### src/hdl/rot_pkg.sv
/*
 * rot_pkg: constants, opcode kinds, sequencer states and carrier structs
 * for the rotate execute unit.
 * assumes: 16-bit instruction words, 8-bit data, 12-bit data addresses.
 */
package rot_pkg;
    // upper six opcode bits of the three rotate instructions
    localparam logic [5:0] OPC_RLNC = 6'h11;   // 0100 01da
    localparam logic [5:0] OPC_RRC = 6'h0c;    // 0011 00da
    localparam logic [5:0] OPC_RLC = 6'h0d;    // 0011 01da
    // instruction field positions
    localparam int DEST_BIT = 9;
    localparam int BANK_BIT = 8;
    // indexed literal offset applies to file addresses up to this value
    localparam logic [7:0] IDX_LIMIT = 8'h5f;
    // access bank: low part in bank 0 (indexed base when extended), upper part in the top bank
    localparam logic [3:0] ACC_HI_BANK = 4'hf;
    // register offsets on the software port
    localparam logic [3:0] REG_CTRL = 4'h0;    // bit0 extended set enable
    localparam logic [3:0] REG_BANK = 4'h1;    // bank_select_reg, low 4 bits
    localparam logic [3:0] REG_WORK = 4'h2;    // working register
    localparam logic [3:0] REG_STAT = 4'h3;    // flags and phase
    // flag positions inside the status register
    localparam int ST_C = 0;
    localparam int ST_Z = 2;
    localparam int ST_N = 4;
    localparam int ST_BUSY = 7;
    // reset values
    localparam logic [7:0] WORK_RST = 8'h00;
    localparam logic [3:0] BANK_RST = 4'h0;

    typedef enum {ROT_NONE, ROT_LNC, ROT_RC, ROT_LC} rot_kind_e;
    typedef enum {PH_IDLE, PH_Q2, PH_Q3, PH_Q4} rot_phase_e;

    // data memory side request
    typedef struct packed {
        logic rd;
        logic wr;
        logic [11:0] addr;
        logic [7:0] wdata;
    } rot_mem_s;

    // software register port request
    typedef struct packed {
        logic wr;
        logic rd;
        logic [3:0] addr;
        logic [7:0] wdata;
    } rot_reg_s;
endpackage

### src/hdl/rot_unit.sv
/*
 * rot_unit: execute logic for the rotate-left-no-carry, rotate-right-
 * through-carry and rotate-left-through-carry instructions.
 * assumes: the decoder presents one instruction word with a one-cycle
 * valid; data memory answers a read in the cycle after the read strobe;
 * all inputs are synchronous to i_clk.
 */
// The register offsets and strobed register access were decided locally.
`timescale 1ns/1ps

// Notes on behaviour
// RL1: rotate left, bit7 to bit0, N Z only
// RL2: rotate right, bit0 into C, C into bit7
// RL3: decode right-through-carry from 0011 00da
// RL4: dest 0 writes W, 1 writes file
// RL5: bank 0 access bank, 1 bank_select_reg
// RL6: extended, bank 0, f<=5Fh uses indexed offset
// RL7: rotate left, bit7 into C, C into bit0
// RL8: one word, decode read process write phases
module rot_unit (
    // clock and reset
    input wire logic i_clk,
    input wire logic i_rst_b,
    // instruction from the decoder
    input wire logic i_instr_valid,
    input wire logic [15:0] i_instr,
    input wire logic [11:0] i_index_base,
    // data memory
    output rot_pkg::rot_mem_s o_mem,
    input wire logic [7:0] i_mem_rdata,
    // software register port
    input rot_pkg::rot_reg_s i_reg,
    output logic [7:0] o_reg_rdata,
    // status towards the core
    output logic o_busy,
    output logic o_done,
    output logic o_illegal,
    output logic [7:0] o_work
);
    import rot_pkg::*;

    // the whole state of the unit
    typedef struct packed {
        rot_phase_e ph;           // current phase
        rot_kind_e kind;          // latched operation
        logic dest;               // 1 = back to file
        logic ext;                // extended instruction set enabled
        logic [3:0] bank;         // bank_select_reg
        logic [7:0] work;         // working register
        logic c;                  // carry flag
        logic z;                  // zero flag
        logic n;                  // negative flag
        logic [7:0] rdata;        // read data for the software port
        rot_mem_s mem;            // memory request
        logic done;               // instruction finished pulse
        logic illegal;            // not a rotate pulse
    } rot_state_s;

    rot_state_s st_r;
    rot_state_s st_nxt;

    // maps the upper opcode bits onto an operation
    function automatic rot_kind_e rot_decode(input logic [5:0] opc);
        rot_kind_e k;
        k = ROT_NONE;
        if (opc == OPC_RLNC) begin
            k = ROT_LNC;
        end else if (opc == OPC_RRC) begin
            k = ROT_RC;   // see RL3
        end else if (opc == OPC_RLC) begin
            k = ROT_LC;
        end
        return k;
    endfunction

    // forms the 12-bit data address from the file field and bank bit
    function automatic logic [11:0] rot_addr(input logic [7:0] f, input logic a,
                                             input logic ext, input logic [3:0] bank,
                                             input logic [11:0] base);
        logic [11:0] ad;
        ad = {bank, f};   // see RL5
        // access bank: low offsets sit in bank 0, or at the indexed base when extended, the rest in the top bank
        if (!a) begin
            if (ext && (f <= IDX_LIMIT)) begin
                ad = base + {4'h0, f};   // see RL6
            end else if (f <= IDX_LIMIT) begin
                ad = {4'h0, f};   // see RL5
            end else begin
                ad = {ACC_HI_BANK, f};
            end
        end
        return ad;
    endfunction

    // rotate result and its carry-out, only meaningful in the third phase
    logic [7:0] res;
    logic res_c;

    // rotate datapath on the operand read in the second phase
    always_comb begin
        res = i_mem_rdata;
        res_c = st_r.c;
        case (st_r.kind)
            ROT_LNC: begin
                res = {i_mem_rdata[6:0], i_mem_rdata[7]};   // see RL1
            end
            ROT_RC: begin
                res = {st_r.c, i_mem_rdata[7:1]};   // see RL2
                res_c = i_mem_rdata[0];
            end
            ROT_LC: begin
                res = {i_mem_rdata[6:0], st_r.c};   // see RL7
                res_c = i_mem_rdata[7];
            end
            default: begin
                res = i_mem_rdata;
            end
        endcase
    end

    // next state: sequencer, register port and flag updates
    always_comb begin
        st_nxt = st_r;
        st_nxt.done = 1'b0;
        st_nxt.illegal = 1'b0;
        st_nxt.mem.rd = 1'b0;
        st_nxt.mem.wr = 1'b0;
        // software writes first so that same-cycle hardware updates win
        if (i_reg.wr) begin
            if (i_reg.addr == REG_CTRL) begin
                st_nxt.ext = i_reg.wdata[0];
            end else if (i_reg.addr == REG_BANK) begin
                st_nxt.bank = i_reg.wdata[3:0];
            end else if (i_reg.addr == REG_WORK) begin
                st_nxt.work = i_reg.wdata;
            end else if (i_reg.addr == REG_STAT) begin
                // the busy bit is read only, a write to it is dropped
                st_nxt.c = i_reg.wdata[ST_C];
                st_nxt.z = i_reg.wdata[ST_Z];
                st_nxt.n = i_reg.wdata[ST_N];
            end
        end
        // read data stand only in the cycle after the strobe
        // unmapped offsets leave the read data at 00
        st_nxt.rdata = 8'h00;
        if (i_reg.rd) begin
            if (i_reg.addr == REG_CTRL) begin
                st_nxt.rdata = {7'h00, st_r.ext};
            end else if (i_reg.addr == REG_BANK) begin
                st_nxt.rdata = {4'h0, st_r.bank};
            end else if (i_reg.addr == REG_WORK) begin
                st_nxt.rdata = st_r.work;
            end else if (i_reg.addr == REG_STAT) begin
                st_nxt.rdata = {st_r.ph != PH_IDLE, 2'b00, st_r.n, 1'b0, st_r.z, 1'b0,
                                st_r.c};
            end
        end
        case (st_r.ph)
            PH_Q2: begin
                // memory returns the operand during the third phase
                st_nxt.ph = PH_Q3;
            end
            PH_Q3: begin
                // process and queue the destination write, see RL8
                st_nxt.ph = PH_Q4;
                // flags follow the result whatever the destination
                st_nxt.n = res[7];
                st_nxt.z = (res == 8'h00);
                // left-no-carry keeps carry so a chained operation can still use it
                if (st_r.kind != ROT_LNC) begin
                    st_nxt.c = res_c;   // see RL2
                end
                if (st_r.dest) begin
                    st_nxt.mem.wr = 1'b1;   // see RL4
                    st_nxt.mem.wdata = res;
                end else begin
                    st_nxt.work = res;   // see RL4
                end
            end
            default: begin
                // idle or fourth phase: a new word may be decoded here
                if (st_r.ph == PH_Q4) begin
                    st_nxt.done = 1'b1;
                end
                st_nxt.ph = PH_IDLE;
                if (i_instr_valid) begin
                    // a refused word clears the latched kind, so the datapath idles
                    st_nxt.kind = rot_decode(i_instr[15:10]);
                    if (rot_decode(i_instr[15:10]) == ROT_NONE) begin
                        st_nxt.illegal = 1'b1;
                    end else begin
                        // decode in the first phase, read in the second, see RL8
                        st_nxt.ph = PH_Q2;
                        st_nxt.dest = i_instr[DEST_BIT];
                        st_nxt.mem.rd = 1'b1;
                        st_nxt.mem.addr = rot_addr(i_instr[7:0], i_instr[BANK_BIT],
                                                   st_r.ext, st_r.bank, i_index_base);
                    end
                end
            end
        endcase
    end

    // single state register; async reset loads constants only
    always_ff @(posedge i_clk or negedge i_rst_b) begin
        if (!i_rst_b) begin
            st_r <= '{ph: PH_IDLE, kind: ROT_NONE, dest: 1'b1, ext: 1'b0, bank: BANK_RST,
                      work: WORK_RST, c: 1'b0, z: 1'b0, n: 1'b0, rdata: 8'h00,
                      mem: '0, done: 1'b0, illegal: 1'b0};
        end else begin
            st_r <= st_nxt;
        end
    end

    // outputs straight from the state
    assign o_mem = st_r.mem;
    assign o_reg_rdata = st_r.rdata;
    assign o_busy = (st_r.ph != PH_IDLE);
    assign o_done = st_r.done;
    assign o_illegal = st_r.illegal;
    assign o_work = st_r.work;
endmodule

### config.mk
export PLATFORM = sky130hd
export DESIGN_NAME = rot_unit
export DESIGN_NICKNAME = d
export VERILOG_FILES = /design/src/hdl/rot_pkg.sv /design/src/hdl/rot_unit.sv
export SDC_FILE = /design/constraint.sdc
export NUM_CORES = 1
export LEC_CHECK = 0
export BUFFER_PORTS_ARGS = -buffer_cell sky130_fd_sc_hd__buf_2
export CORE_MARGIN = 2
export CORE_UTILIZATION = 25
export DETAILED_ROUTE_END_ITERATION = 16
export GPL_TIMING_DRIVEN = 1
export HOLD_SLACK_MARGIN = 0.15
export SYNTH_ARGS = -nofsm -noshare
export SYNTH_HDL_FRONTEND = slang
export SYNTH_SLANG_ARGS = --single-unit
### constraint.sdc
create_clock -name i_clk -period 2.1 [get_ports i_clk]
set_input_delay 0.105 -clock i_clk [delete_from_list [all_inputs] [get_ports i_clk]]
set_output_delay 0.105 -clock i_clk [all_outputs]
set_load 0.005 [all_outputs]
==> qor.csv <==
stage,metric,value,unit
global_routing,Congestion Overflow GR,0,
timing,fin crit share,0.965,
drt,drt first-iter violations,95,
drt,vias per cell,4.58,
setup_path,critical path type,register to register,
drt,First-pass DRT Iterations,4,
clocking,H-tree depth,2,
power_and_ir_drop,Sw Share,0.346,
timing,Slew Limit Fails,0,
timing,clock period minus worst slack,2.03,ns
floorplan,Die W,120,um
setup_path,Worst Path Required,2.32,ns
setup_path,register-to-register setup slack,0.07,ns
yosys,post-synth cell types,48,
setup_path,CP startpoint kind,register,
floorplan,FP Rows,42,
yosys,number of synthesized register bits,53,
floorplan,Die Y,120,um
cells_and_area,Fillers,1408,
global_routing,vias in the first global route,2832,
power_and_ir_drop,switching pwr,1.38,mW
yosys,register area share after synthesis,0.397,
global_routing,initial antenna violation count,0,
setup_path,crit-path max FO,10,
yosys,number of flops mapped to enable cells by yosys,0,
drt,vias after detailed routing,2837,
place,placed cell area,3750,sq um
job,max cap viols,0,
floorplan,Initial Util,0.255,
yosys,synthesized instance count,363,
power_and_ir_drop,Leak Pwr,1.99,nW
clocking,maximum buffer depth of the clock tree,2,
yosys,Mapped Area,3340,sq um
drt,DRC errors left,0,
place,I/O Buffers,93,
yosys,Syn. warnings,0,
timing,slew margin rel.,0.641,
global_routing,Global Route Usage Sum,0.124,
cells_and_area,Layout Nets,508,
yosys,cell with the most instances after synthesis,dfrtp_1,
power_and_ir_drop,P_int,2.61,mW
yosys,Synth top area share,0.389,
cells_and_area,Layout Utilization,0.318,
global_routing,first-pass GRT wire length,14.2,mm
timing,Achievable Freq,0.493,GHz
global_routing,Top Usage Layer GRT,met2,
cells_and_area,register area,1330,sq um
cells_and_area,Syn-to-layout area delta,24.8,%
drt,DRT antenna net count,0,
power_and_ir_drop,Clk pwr share,0.211,
cells_and_area,layout cell share with drive strength beyond 1,0.321,
yosys,main flop type after synthesis,dfrtp_1,
yosys,largest cells by area after synthesis,"dfrtp_1 39%, buf_4 8.5%, a21oi_1 5.1%",
cells_and_area,ant diodes,0,
yosys,Synth Net Count,428,
power_and_ir_drop,Comb pwr share,0.377,
timing,RSZ-0062 raised after global routing,yes,
yosys,Post-synth top cells,"52 x dfrtp_1, 39 x nand2_1, 38 x buf_4",
power_and_ir_drop,Seq pwr share,0.411,
timing,Worst Max-Slew Pin Slew,0.539,ns
global_routing,largest net degree at the start of global routing,54,
setup_path,CP Capture Type,register,
place,hpwl dp,6.61,mm
floorplan,die area,14300,sq um
cells_and_area,cell area after layout,4180,sq um
power_and_ir_drop,Pwr Density,955,nW/um^2
yosys,ys async rst share,1.00,
floorplan,Core Area,13100,sq um
clocking,clock-pin slew on the worst setup and hold paths,0.07,ns
timing,Fin. Hold Viols,0,
yosys,Yosys top cell by area,dfrtp_1,
setup_path,WP data arrival,2.25,ns
clocking,CTS tree,built,
global_routing,met1 Use GR,0.167,
global_routing,grt met3 use,0.0276,
timing,Final setup violation count,0,
outcome,status,finished clean,
clocking,clk_lat worst skew,0.29,ns
drt,Routed WL per cell,14.3,um
floorplan,I/O pin count,94,
power_and_ir_drop,Tot Pwr,3.99,mW
clocking,clock sinks,53,
clocking,Num CTS Buffers,5,
clocking,Clk Tree Root Cell,clkbuf_16,
power_and_ir_drop,Worst VDD drop,0.000383,V
yosys,syn avg cell area,9.21,sq um
global_routing,met2 Track Usage GR,0.199,
timing,Clock Skew,0.00721,ns
place,GPL Wtd Cong,0.856,
cells_and_area,area taken by multi-input logic gates,1640,sq um
hold_path,Hold Path Class,primary input to register,
drt,final WL,8.84,mm
[per-stage QoR]
stage          hold slack [ns]  setup TNS (ns)  worst slack, ns  instances
4_1_cts                  0.157               0          0.00627        619
3_3_place_gp             0.124               0           0.0849        589
6_report                 0.174               0           0.0735        619
2_1_floorplan           -0.191               0            0.131        363
3_5_place_dp             0.130               0           0.0230        589
5_1_grt                  0.178          -0.121          -0.0538        619
[per-layer routing]
metal / vias up / share of wire
met2: 86 / 0.48
met4: 0 / 0.013
li1: 1393 / -
met5: - / 0
met3: 7 / 0.051
met1: 1351 / 0.46
[path summary, 6_finish.rpt]
check	cells past startpoint	from	endpoint
hold / removal	3	i_instr[6]	o_mem[14]
hold reg to reg	2	o_mem[3]	o_mem[3]
setup / recovery	8	st_r[81]	o_mem[15]
setup reg to reg	8	st_r[81]	o_mem[15]
min in group asynchronous	3	i_rst_b	o_mem[12]
max in group asynchronous	3	i_rst_b	st_r[48]
[kinds of logic after synthesis]
| family | count (synthesis) | share of synthesized area |
|---|---|---|
| and+or+nand+nor | 108 | 0.153 |
| muxes | 32 | 0.101 |
| adders and majority gates | 12 | 0.0471 |
| AOI/OAI and AO/OA | 88 | 0.163 |
| DFF | 53 | 0.397 |
| xor gates and xnor gates | 4 | 0.0105 |
| buffers and inverters | 66 | 0.127 |
[what timing repair did]
action,CTS,global route
endpoints found under the hold margin,78,0
setup buffers,0,1
hold buffers,23,0
setup endpoints to repair,0,8
resized for setup,0,8
[layout make-up]
class,instances,area share
Inverter,13,0.0147
Timing Repair Buffer,126,0.187
Clock inverter,1,0.00180
Tap cell,176,0.0527
Multi-Input combinational cell,244,0.393
Clock buffer,6,0.0333
Sequential cell,53,0.318
[sequential cells by signal (all words and copies together) (netlist names)]
signal	cells
o_mem	22
st_r	13
o_reg_rdata	8
o_work	8
o_done	1
o_illegal	1
[cells in the final DEF, fill, tap and decap left out, drive strengths merged, types with 2 or more instances in the layout]
cell           n
a211oi         5
a21o           4
a21oi         34
a22oi          4
a31oi          4
and2           3
and3           5
buf          104
clkbuf         6
dfrtp         52
dlygate4sd3   22
ha            11
inv           12
mux2          15
mux2i         17
nand2         39
nand2b         4
nand3          4
nand3b         2
nor2          30
nor2b          7
nor3           8
o2111ai        2
o211ai         4
o21a           2
o21ai         22
o221ai         2
xnor2          2
xor2           2
[worst max-delay path: stages, from the launching register on]
cell and delay, ns:
dfrtp_1 0.36, inv_1 0.07, ha_1 0.31, or4b_4 0.49, a21o_4 0.23, buf_4 0.18
nor3_2 0.15, mux2i_1 0.09, nand3_1 0.09
[power groups by stage]
| stage | logic [mW] | registers (mW) | clock network [mW] |
|---|---|---|---|
| final | 1.51 | 1.64 | 0.843 |
| after global routing | 1.70 | 1.69 | 0.922 |
| after CTS | 1.50 | 1.64 | 0.886 |
| after detailed placement | 1.44 | 1.66 | 0 |
| after global placement | 1.42 | 1.65 | 0 |
| after floorplan | 1.22 | 1.57 | 0 |
Note: power is estimated with default switching activity, not from simulation.
